==> src/rtl/intc_prio_pkg.sv <==
// Shared constants and types for the interrupt priority field block.
package intc_prio_pkg;

    // ==========================================================
    // Field encoding
    localparam int PRIO_W = 3;
    typedef logic [PRIO_W-1:0] prio_t;
    localparam prio_t PRIO_OFF = 3'h0;
    localparam prio_t PRIO_MIN = 3'h1;
    localparam prio_t PRIO_MAX = 3'h7;
    localparam prio_t PRIO_RESET = 3'h4;

    // ==========================================================
    // Sources, in the order used by every per-source vector
    localparam int NUM_SRC = 6;
    localparam int SRC_UART_RX = 0;
    localparam int SRC_SPI_EVENT = 1;
    localparam int SRC_SPI_ERROR = 2;
    localparam int SRC_TIMER3 = 3;
    localparam int SRC_EXT_INT1 = 4;
    localparam int SRC_TIMER4 = 5;

    // ==========================================================
    // Register map
    localparam int HADDR_W = 12;
    localparam int REG_W = 16;
    localparam int NUM_REG = 3;
    localparam int REG_IDX_W = 2;
    typedef logic [REG_IDX_W-1:0] reg_idx_t;
    localparam reg_idx_t IDX_PRIO_A = 2'h0;
    localparam reg_idx_t IDX_PRIO_B = 2'h1;
    localparam reg_idx_t IDX_PRIO_C = 2'h2;
    localparam logic [HADDR_W-1:0] OFF_PRIORITY_UART_SPI_TIMER3 = 12'h000;
    localparam logic [HADDR_W-1:0] OFF_PRIORITY_EXTERNAL_INT1 = 12'h004;
    localparam logic [HADDR_W-1:0] OFF_PRIORITY_TIMER4 = 12'h008;
    localparam logic [REG_W-1:0] MASK_PRIO_A = 16'h7777;
    localparam logic [REG_W-1:0] MASK_PRIO_B = 16'h0007;
    localparam logic [REG_W-1:0] MASK_PRIO_C = 16'h7000;

    // Field position and home register of each source.
    localparam int FIELD_LSB [NUM_SRC] = '{12, 8, 4, 0, 0, 12};
    localparam reg_idx_t FIELD_REG [NUM_SRC] = '{IDX_PRIO_A, IDX_PRIO_A, IDX_PRIO_A, IDX_PRIO_A,
                                                IDX_PRIO_B, IDX_PRIO_C};

    // ==========================================================
    // AHB-Lite encodings
    localparam logic [1:0] HTRANS_NONSEQ = 2'h2;
    localparam logic HRESP_OKAY = 1'b0;

endpackage

==> src/rtl/intc_prio_regs.sv <==
// Interrupt priority fields behind an AHB-Lite slave, with per-source request gating.
//
// The implementer's own choices: the register offsets and the AHB-Lite interface to the registers.
`timescale 1ns/1ps
`default_nettype none

// Notes on behaviour
// - Field code 111 gives the source level 7, the highest.
// - Field code 001 gives level 1, the lowest; codes in between map linearly.
// - Field code 000 disables the source; it never requests.
// - Unimplemented bits read zero and ignore writes.
// - UART receive priority sits at bits 14 to 12 of the first register.
// - SPI event priority sits at bits 10 to 8 of the first register.
// - SPI error priority sits at bits 6 to 4 of the first register.
// - External interrupt 1 priority at bits 2 to 0 of register two.
// - Timer4 priority at bits 14 to 12 of register three, when present.
module intc_prio_regs #(
    parameter int ADDR_W = intc_prio_pkg::HADDR_W,
    parameter bit HAS_TIMER4 = 1'b1
) (
    input wire logic core_clk_i,
    input wire logic rst_b_i,
    input wire logic hsel_i,
    input wire logic [ADDR_W-1:0] haddr_i,
    input wire logic [1:0] htrans_i,
    input wire logic hwrite_i,
    input wire logic [2:0] hsize_i,
    input wire logic [31:0] hwdata_i,
    input wire logic hready_i,
    output logic [31:0] hrdata_o,
    output logic hreadyout_o,
    output logic hresp_o,
    input wire logic [intc_prio_pkg::NUM_SRC-1:0] src_flag_i,
    output logic [intc_prio_pkg::NUM_SRC-1:0] src_req_o,
    output intc_prio_pkg::prio_t [intc_prio_pkg::NUM_SRC-1:0] src_level_o,
    output intc_prio_pkg::prio_t uart_rx_prio_o,
    output intc_prio_pkg::prio_t spi_event_prio_o,
    output intc_prio_pkg::prio_t spi_error_prio_o,
    output intc_prio_pkg::prio_t timer3_prio_o,
    output intc_prio_pkg::prio_t ext_int1_prio_o,
    output intc_prio_pkg::prio_t timer4_prio_o
);
    import intc_prio_pkg::*;

    // ==========================================================
    // Elaboration checks
    generate
        if (ADDR_W < 4 || ADDR_W > 32) begin : g_bad_addr_w
            $error("ADDR_W must lie between 4 and 32");
        end
    endgenerate

    // ==========================================================
    // AHB-Lite address and data phases
    logic addr_phase;
    logic dp_valid;
    logic dp_write;
    logic [ADDR_W-1:0] dp_addr;
    logic ap_hit;
    logic dp_hit;
    reg_idx_t ap_idx;
    reg_idx_t dp_idx;
    logic [REG_W-1:0] next_rdata;

    // Decodes a byte address to a register index; low two bits are ignored.
    function automatic logic decode(input logic [ADDR_W-1:0] a, output reg_idx_t idx);
        logic [ADDR_W-1:0] w;
        w = {a[ADDR_W-1:2], 2'h0};
        idx = IDX_PRIO_A;
        decode = 1'b1;
        if (w == ADDR_W'(OFF_PRIORITY_UART_SPI_TIMER3)) begin
            idx = IDX_PRIO_A;
        end else if (w == ADDR_W'(OFF_PRIORITY_EXTERNAL_INT1)) begin
            idx = IDX_PRIO_B;
        end else if (w == ADDR_W'(OFF_PRIORITY_TIMER4)) begin
            idx = IDX_PRIO_C;
        end else begin
            decode = 1'b0;
        end
    endfunction

    assign addr_phase = hsel_i && (htrans_i == HTRANS_NONSEQ || htrans_i == 2'h3) && hready_i;

    always_comb begin
        ap_hit = decode(haddr_i, ap_idx);
        dp_hit = decode(dp_addr, dp_idx);
    end

    always_ff @(posedge core_clk_i) begin
        if (!rst_b_i) begin
            dp_valid <= 1'b0;
            dp_write <= 1'b0;
            dp_addr <= '0;
        end else if (hready_i) begin
            dp_valid <= addr_phase;
            dp_write <= hwrite_i;
            dp_addr <= haddr_i;
        end
    end

    // Every transfer completes without wait states and with an OKAY answer.
    assign hreadyout_o = 1'b1;
    assign hresp_o = HRESP_OKAY;

    // ==========================================================
    // Priority fields
    prio_t prio_q [NUM_SRC];
    prio_t prio_d [NUM_SRC];
    prio_t prio_view [NUM_SRC];
    logic prio_we [NUM_SRC];

    genvar gi;
    generate
        for (gi = 0; gi < NUM_SRC; gi++) begin : g_field
            localparam bit PRESENT = (gi != SRC_TIMER4) || HAS_TIMER4;
            assign prio_we[gi] = dp_valid && dp_write && dp_hit && dp_idx == FIELD_REG[gi];
            assign prio_d[gi] = hwdata_i[FIELD_LSB[gi] +: PRIO_W];
            // A write still in its data phase is forwarded, so a read right behind it sees it.
            assign prio_view[gi] = (prio_we[gi] && PRESENT) ? prio_d[gi] : prio_q[gi];

            prio_field #(
                .PRESENT(PRESENT)
            ) u_field (
                .core_clk_i(core_clk_i),
                .rst_b_i(rst_b_i),
                .we_i(prio_we[gi]),
                .d_i(prio_d[gi]),
                .q_o(prio_q[gi])
            );

            source_gate u_gate (
                .core_clk_i(core_clk_i),
                .rst_b_i(rst_b_i),
                .flag_i(src_flag_i[gi]),
                .prio_i(prio_q[gi]),
                .req_o(src_req_o[gi]),
                .level_o(src_level_o[gi])
            );
        end
    endgenerate

    assign uart_rx_prio_o = prio_q[SRC_UART_RX];
    assign spi_event_prio_o = prio_q[SRC_SPI_EVENT];
    assign spi_error_prio_o = prio_q[SRC_SPI_ERROR];
    assign timer3_prio_o = prio_q[SRC_TIMER3];
    assign ext_int1_prio_o = prio_q[SRC_EXT_INT1];
    assign timer4_prio_o = prio_q[SRC_TIMER4];

    // ==========================================================
    // Read path
    always_comb begin
        next_rdata = '0;
        if (ap_hit) begin
            for (int i = 0; i < NUM_SRC; i++) begin
                if (FIELD_REG[i] == ap_idx) begin
                    next_rdata = next_rdata | (REG_W'(prio_view[i]) << FIELD_LSB[i]);
                end
            end
        end
    end

    // Read data are taken in the address phase so they stand from a flop in the data phase.
    always_ff @(posedge core_clk_i) begin
        if (!rst_b_i) begin
            hrdata_o <= '0;
        end else if (addr_phase && !hwrite_i) begin
            hrdata_o <= {16'h0000, next_rdata};
        end
    end

    // ==========================================================
    // Checks
    logic [NUM_SRC-1:0] off_q;
    logic rd_a_q;
    logic rd_b_q;
    logic rd_c_q;
    logic live_q;

    // The request flops still show their reset value in the first cycle after release.
    // The live_q flag keeps the request checks quiet until that cycle has passed.
    always_ff @(posedge core_clk_i) begin
        if (!rst_b_i) begin
            off_q <= '0;
            rd_a_q <= 1'b0;
            rd_b_q <= 1'b0;
            rd_c_q <= 1'b0;
            live_q <= 1'b0;
        end else begin
            for (int i = 0; i < NUM_SRC; i++) begin
                off_q[i] <= (prio_q[i] == PRIO_OFF);
            end
            rd_a_q <= addr_phase && !hwrite_i && ap_hit && ap_idx == IDX_PRIO_A;
            rd_b_q <= addr_phase && !hwrite_i && ap_hit && ap_idx == IDX_PRIO_B;
            rd_c_q <= addr_phase && !hwrite_i && ap_hit && ap_idx == IDX_PRIO_C;
            live_q <= 1'b1;
        end
    end

    AST_TOP_LEVEL: assert property (@(posedge core_clk_i) disable iff (!rst_b_i)
        (uart_rx_prio_o == PRIO_MAX && src_flag_i[SRC_UART_RX])
            |=> src_req_o[SRC_UART_RX] && src_level_o[SRC_UART_RX] == 3'h7)
        else $error("Priority code 111 did not give level 7.");

    AST_LOW_LEVEL: assert property (@(posedge core_clk_i) disable iff (!rst_b_i)
        (spi_event_prio_o == PRIO_MIN && src_flag_i[SRC_SPI_EVENT])
            |=> src_req_o[SRC_SPI_EVENT] && src_level_o[SRC_SPI_EVENT] == 3'h1)
        else $error("Priority code 001 did not give level 1.");

    AST_DISABLED_SILENT: assert property (@(posedge core_clk_i) disable iff (!rst_b_i)
        (src_req_o & off_q) == '0
            && (!live_q || src_req_o == ($past(src_flag_i) & ~off_q)))
        else $error("A disabled source requested, or an enabled flag was lost.");

    AST_RESERVED_ZERO: assert property (@(posedge core_clk_i) disable iff (!rst_b_i)
        (hrdata_o & ~32'(MASK_PRIO_A)) == '0)
        else $error("An unimplemented bit read as one.");

    AST_UART_FIELD: assert property (@(posedge core_clk_i) disable iff (!rst_b_i)
        (prio_we[SRC_UART_RX] && dp_idx == IDX_PRIO_A) |=> uart_rx_prio_o == $past(hwdata_i[14:12]))
        else $error("UART receive priority did not take bits 14 to 12.");

    AST_SPI_EVENT_FIELD: assert property (@(posedge core_clk_i) disable iff (!rst_b_i)
        prio_we[SRC_SPI_EVENT] |=> spi_event_prio_o == $past(hwdata_i[10:8]))
        else $error("SPI event priority did not take bits 10 to 8.");

    AST_SPI_ERROR_FIELD: assert property (@(posedge core_clk_i) disable iff (!rst_b_i)
        prio_we[SRC_SPI_ERROR] |=> spi_error_prio_o == $past(hwdata_i[6:4]))
        else $error("SPI error priority did not take bits 6 to 4.");

    AST_EXT_INT1_FIELD: assert property (@(posedge core_clk_i) disable iff (!rst_b_i)
        (prio_we[SRC_EXT_INT1] |=> ext_int1_prio_o == $past(hwdata_i[2:0]))
        and (rd_b_q |-> hrdata_o[15:3] == '0))
        else $error("External interrupt 1 field or its unused bits misbehaved.");

    AST_TIMER4_FIELD: assert property (@(posedge core_clk_i) disable iff (!rst_b_i)
        (prio_we[SRC_TIMER4] |=> timer4_prio_o == (HAS_TIMER4 ? $past(hwdata_i[14:12]) : 3'h0))
        and (rd_c_q |-> hrdata_o[11:0] == '0))
        else $error("Timer4 field or its unused bits misbehaved.");

    AST_RESET_VALUE: assert property (@(posedge core_clk_i)
        !rst_b_i |=> uart_rx_prio_o == 3'h4 && spi_event_prio_o == 3'h4 && spi_error_prio_o == 3'h4
            && timer3_prio_o == 3'h4 && ext_int1_prio_o == 3'h4 && timer4_prio_o == (HAS_TIMER4 ? 3'h4 : 3'h0))
        else $error("A priority field did not reset to level 4.");

    AST_TIMER3_FIELD: assert property (@(posedge core_clk_i) disable iff (!rst_b_i)
        prio_we[SRC_TIMER3] |=> timer3_prio_o == $past(hwdata_i[2:0]) && $stable(ext_int1_prio_o))
        else $error("Timer3 priority did not take bits 2 to 0 of the first register.");

    AST_RESET_OUTPUTS: assert property (@(posedge core_clk_i)
        !rst_b_i |=> src_req_o == '0 && src_level_o == '0 && hrdata_o == '0)
        else $error("Requests, levels or read data were not cleared by reset.");

    // A write that misses every register must leave all fields alone.
    AST_UNMAPPED_WRITE: assert property (@(posedge core_clk_i) disable iff (!rst_b_i)
        (dp_valid && dp_write && !dp_hit)
            |=> $stable(uart_rx_prio_o) && $stable(spi_event_prio_o) && $stable(spi_error_prio_o)
            && $stable(timer3_prio_o) && $stable(ext_int1_prio_o) && $stable(timer4_prio_o))
        else $error("A write to an unmapped word changed a priority field.");

    AST_UNMAPPED_READ: assert property (@(posedge core_clk_i) disable iff (!rst_b_i)
        (addr_phase && !hwrite_i && !ap_hit) |=> hrdata_o == '0)
        else $error("A read of an unmapped word returned nonzero data.");

    // In the data phase of a read, each field must stand at its own place in the read data.
    AST_FIRST_READBACK: assert property (@(posedge core_clk_i) disable iff (!rst_b_i)
        rd_a_q |-> hrdata_o[14:12] == uart_rx_prio_o && hrdata_o[10:8] == spi_event_prio_o
            && hrdata_o[6:4] == spi_error_prio_o && hrdata_o[2:0] == timer3_prio_o)
        else $error("The first priority register read back a field out of place.");

    AST_SECOND_READBACK: assert property (@(posedge core_clk_i) disable iff (!rst_b_i)
        rd_b_q |-> hrdata_o[2:0] == ext_int1_prio_o)
        else $error("The second priority register read back its field out of place.");

    AST_THIRD_READBACK: assert property (@(posedge core_clk_i) disable iff (!rst_b_i)
        rd_c_q |-> hrdata_o[14:12] == timer4_prio_o)
        else $error("The third priority register read back its field out of place.");

    AST_MID_LEVELS: assert property (@(posedge core_clk_i) disable iff (!rst_b_i)
        (ext_int1_prio_o > PRIO_MIN && ext_int1_prio_o < PRIO_MAX && src_flag_i[SRC_EXT_INT1])
            |=> src_level_o[SRC_EXT_INT1] == $past(ext_int1_prio_o))
        else $error("An intermediate priority code did not give its own level.");

    AST_TIMER4_SOURCE: assert property (@(posedge core_clk_i) disable iff (!rst_b_i)
        src_flag_i[SRC_TIMER4] |=> src_req_o[SRC_TIMER4] == (HAS_TIMER4 && $past(timer4_prio_o) != PRIO_OFF))
        else $error("The timer4 source requested while absent or disabled.");

    // Each source requests at its own field code one cycle after its flag, and stays silent at code 000.
    generate
        for (gi = 0; gi < NUM_SRC; gi++) begin : g_check
            AST_SOURCE_LEVEL: assert property (@(posedge core_clk_i) disable iff (!rst_b_i)
                live_q |-> src_req_o[gi] == ($past(src_flag_i[gi]) && !off_q[gi])
                    && src_level_o[gi] == (src_req_o[gi] ? $past(prio_q[gi]) : PRIO_OFF))
                else $error("A source request or level did not follow its flag and field.");
        end
    endgenerate

endmodule

`default_nettype wire

==> src/rtl/prio_field.sv <==
// One software-writable priority field with its reset value.
`timescale 1ns/1ps
`default_nettype none

module prio_field #(
    parameter bit PRESENT = 1'b1
) (
    input wire logic core_clk_i,
    input wire logic rst_b_i,
    input wire logic we_i,
    input wire intc_prio_pkg::prio_t d_i,
    output intc_prio_pkg::prio_t q_o
);
    import intc_prio_pkg::*;

    generate
        if (PRESENT) begin : g_present
            always_ff @(posedge core_clk_i) begin
                if (!rst_b_i) begin
                    q_o <= PRIO_RESET;
                end else if (we_i) begin
                    q_o <= d_i;
                end
            end
        end else begin : g_absent
            // A field missing on this variant reads as zero and drops writes.
            assign q_o = PRIO_OFF;
        end
    endgenerate

endmodule

`default_nettype wire

==> src/rtl/source_gate.sv <==
// Gates one source flag by its priority field and registers the request.
`timescale 1ns/1ps
`default_nettype none

module source_gate (
    input wire logic core_clk_i,
    input wire logic rst_b_i,
    input wire logic flag_i,
    input wire intc_prio_pkg::prio_t prio_i,
    output logic req_o,
    output intc_prio_pkg::prio_t level_o
);
    import intc_prio_pkg::*;

    logic enabled;

    assign enabled = (prio_i != PRIO_OFF);

    always_ff @(posedge core_clk_i) begin
        if (!rst_b_i) begin
            req_o <= 1'b0;
            level_o <= PRIO_OFF;
        end else begin
            req_o <= flag_i && enabled;
            // The field code is the level itself, 1 lowest through 7 highest.
            level_o <= (flag_i && enabled) ? prio_i : PRIO_OFF;
        end
    end

endmodule

`default_nettype wire

==> config.mk <==
export PLATFORM = sky130hd
export DESIGN_NAME = intc_prio_regs
export DESIGN_NICKNAME = d
export VERILOG_FILES = /design/src/rtl/intc_prio_pkg.sv /design/src/rtl/intc_prio_regs.sv /design/src/rtl/prio_field.sv /design/src/rtl/source_gate.sv
export SDC_FILE = /design/constraint.sdc
export NUM_CORES = 1
export LEC_CHECK = 0
export ABC_AREA = 1
export BUFFER_PORTS_ARGS = -buffer_cell sky130_fd_sc_hd__buf_2
export CORE_AREA = 3 3 72 141
export DETAILED_ROUTE_END_ITERATION = 6
export DIE_AREA = 0 0 75 144
export PLACE_DENSITY = 0.52
export RECOVER_POWER = 50
export SLEW_MARGIN = 20
export SYNTH_ARGS = -nofsm -noshare
export SYNTH_HDL_FRONTEND = slang
export SYNTH_SLANG_ARGS = --single-unit
==> constraint.sdc <==
create_clock -name core_clk_i -period 1.6 [get_ports core_clk_i]
set_input_delay 0 -clock core_clk_i [delete_from_list [all_inputs] [get_ports core_clk_i]]
set_output_delay 0 -clock core_clk_i [all_outputs]
set_load 0.02 [all_outputs]
==> flow_metrics.tcl <==
set metrics [dict create \
    die_w_um 75 \
    drt_first_iter_violations 140 \
    fillers 927 \
    wl_mm 7.403 \
    antenna_found_initial 0 \
    core_area_mm2 0.009135 \
    synth_area_per_cell_um2 7.582 \
    root_buffer "clkbuf_16" \
    ys_seq_area_frac 0.4723 \
    p_total_mw 3.850 \
    tns_ns 0 \
    synth_top_cell_by_area "dfxtp_1" \
    row_count 49 \
    clk_latency_ns 0.33 \
    start_util 0.3063 \
    cp.depth 10 \
    yosysWarnings 0 \
    status "finished clean" \
    fin_area_mm2 0.003830 \
    grt_first_pass_wirelength_mm 11.07 \
    routed-via-count 2601 \
    min_path_type "primary input to register" \
    dp_hpwl_mm 5.379 \
    place_area_mm2 0.003241 \
    fin_skew_ns 0.004592 \
    final_hold_viol_count 0 \
    ys_async_sr_fraction 0 \
    viasPerCell 4.386 \
    critical_path_class "register to register" \
    fp.dieH_um 144 \
    crit_slowest_cell "dfxtp_2" \
    crit_fanout 5 \
    ys.flop_type "dfxtp_1" \
    yosys_register_bits 66 \
    hold_ws_ns 0.01399 \
    clk_pin_slew_worst_paths_ns 0.06 \
    syn_inst 369 \
    cpPeakStageDelay_ns 0.33 \
    cp_top_family "simple AND/OR/NAND/NOR gates" \
    ant_nets 0 \
    port_buffers 87 \
    antenna_cells 0 \
    grt_max_degree 23 \
    drv_cap 0 \
    p_leak_nw 1.785 \
    cp_num_buf_inv 1 \
    cts.sinks 66 \
    grt_pass1_vias 2384 \
    cts_tree "done" \
    cp-end-kind "register" \
    cp.required_ns 1.87 \
    grt_overflow 0 \
    wl_per_cell_um 12.48 \
    crit_top_cell "nand2_2" \
    post-route-period-util 0.9467 \
    nets 546 \
    die-area_mm2 0.01080 \
    yosysUniqueCellTypes 27 \
    synth_most_common_cell "nand2_1" \
    finalSetupViolCount 0 \
    irDropWorstVdd_mv 0.5901 \
    slew_viol_final 0 \
    drcViolationCount 0 \
    clk_path_buf_depth 2 \
    track_usage 0.1357 \
    dp.cells 550 \
    synth_top_area_share 0.4723 \
    r2r_cells 10 \
    pin_count 136 \
    power.density_mw_per_mm2 1005 \
    cts_made_buffers 9 \
    worst_setup_path_start_kind "register" \
    final_cells 593 \
    synthTopCellsByCount "83 x nand2_1, 66 x dfxtp_1, 54 x inv_1" \
    synth_edf_count 0 \
    htreeDepth 3 \
    gp_congestion 0.8420 \
    cp_data_arrival_time_ns 1.78 \
    crit_chain "nor2_4 > nand2_2 > nor2_4 > buf_6 > nand3_4 > nand2_2 > nand3_1 > nand2_1 > nand2_2 > a21oi_2" \
    dr.pass1.iters 5 \
    holdPathStages 3 \
    drive_above_1_share 0.2383 \
    area_growth_pct 36.90 \
    syn_area_mm2 0.002798 \
    rsz0062_at_grt "yes" \
    ys_top_cells_by_area "dfxtp_1 47%, nand2_1 11%, buf_4 7.5%" \
    fin_crit_ns 1.515 \
    fmax_ghz 0.6602 \
]
## repair_timing
action / in CTS / in global routing
setup endpoints to repair: 0 / 12
hold buffers: 24 / 0
endpoints found under the hold margin: 30 / 0
setup buffers: 0 / 1
gates resized for setup: 0 / 30
## tightest hold or removal path, delay by kind of cell
| kind | cells | cell delay (ns) |
|---|---|---|
| buf+inv | 1 | 0.07 |
| simple gates | 2 | 0.23 |
## layer usage
layer / GRT usage / part of all wire / up-vias
li1: - / - / 1338
met5: 0 / 0 / -
met3: 0.03897 / 0.056 / 11
met4: 0.06379 / 0.019 / 0
met2: 0.2452 / 0.55 / 87
met1: 0.1376 / 0.37 / 1165
## sequential cells by signal, summed over array words and instances, names as in the netlist
signal                  flops
g_field.u_field.q_o        18
g_field.u_gate.level_o     18
hrdata_o                   12
dp_addr                    10
g_field.u_gate.req_o        6
dp_valid                    1
dp_write                    1
## through the flow
stage / setup WS, ns / utilization
2_1_floorplan: 0.3332 / -
3_3_place_gp: 0.1116 / 0.3547
3_5_place_dp: 0.08935 / 0.3547
4_1_cts: 0.06883 / 0.4116
5_1_grt: -0.03800 / 0.4193
6_report: 0.08525 / 0.4193
## cell type report
class / instances / area [um^2] / share of cell area
Sequential cell: 66 / 1324 / 0.3456
Clock inverter: 7 / 53.80 / 0.01405
Inverter: 55 / 206.4 / 0.05390
Clock buffer: 9 / 225.2 / 0.05880
Tap cell: 102 / 127.6 / 0.03332
Timing Repair Buffer: 122 / 718.2 / 0.1875
Multi-Input combinational cell: 232 / 1175 / 0.3068
## power breakdown
| group | internal (mW) | switching (mW) |
|---|---|---|
| clock network | 1.06 | 0.754 |
| logic | 0.124 | 0.213 |
| registers | 1.68 | 0.0195 |
| total | 2.86 | 0.987 |
## worst paths after layout
check                                       endpoint                                  from  slack [ns]
min reg2reg  g_field[0].u_gate.level_o[2]$_SDFF_PN0_  g_field[0].u_field.q_o[2]$_SDFF_PN1_        0.45
min             g_field[2].u_field.q_o[0]$_SDFF_PN0_                           hwdata_i[4]        0.01
max reg2reg                 hrdata_o[2]$_SDFFE_PN0P_              dp_addr[11]$_SDFFE_PN0P_        0.09
max                         hrdata_o[2]$_SDFFE_PN0P_              dp_addr[11]$_SDFFE_PN0P_        0.09
## cells in the final DEF (no fill, tap or decap), drive strengths merged
master	n
nand4	9
clkinvlp	3
a21oi	18
and3	2
conb	22
nand2	87
nor3	4
inv	56
buf	62
nor2	40
nand3	27
o21ai	14
a31oi	5
clkinv	3
dlygate4sd3	24
clkbuf	45
dfxtp	66
a211oi	2
or2	2
## kinds of logic (layout without fill, tap and decap cells)
kind of cell,count (synthesis),count (layout),share of synthesized area
AOI/OAI and AO/OA,39,39,0.08006
buffers and inverters,92,193,0.1677
DFF,66,66,0.4723
other,2,22,0.002684
and+or+nand+nor,170,171,0.2773
Note: power is estimated with default switching activity, not from simulation.
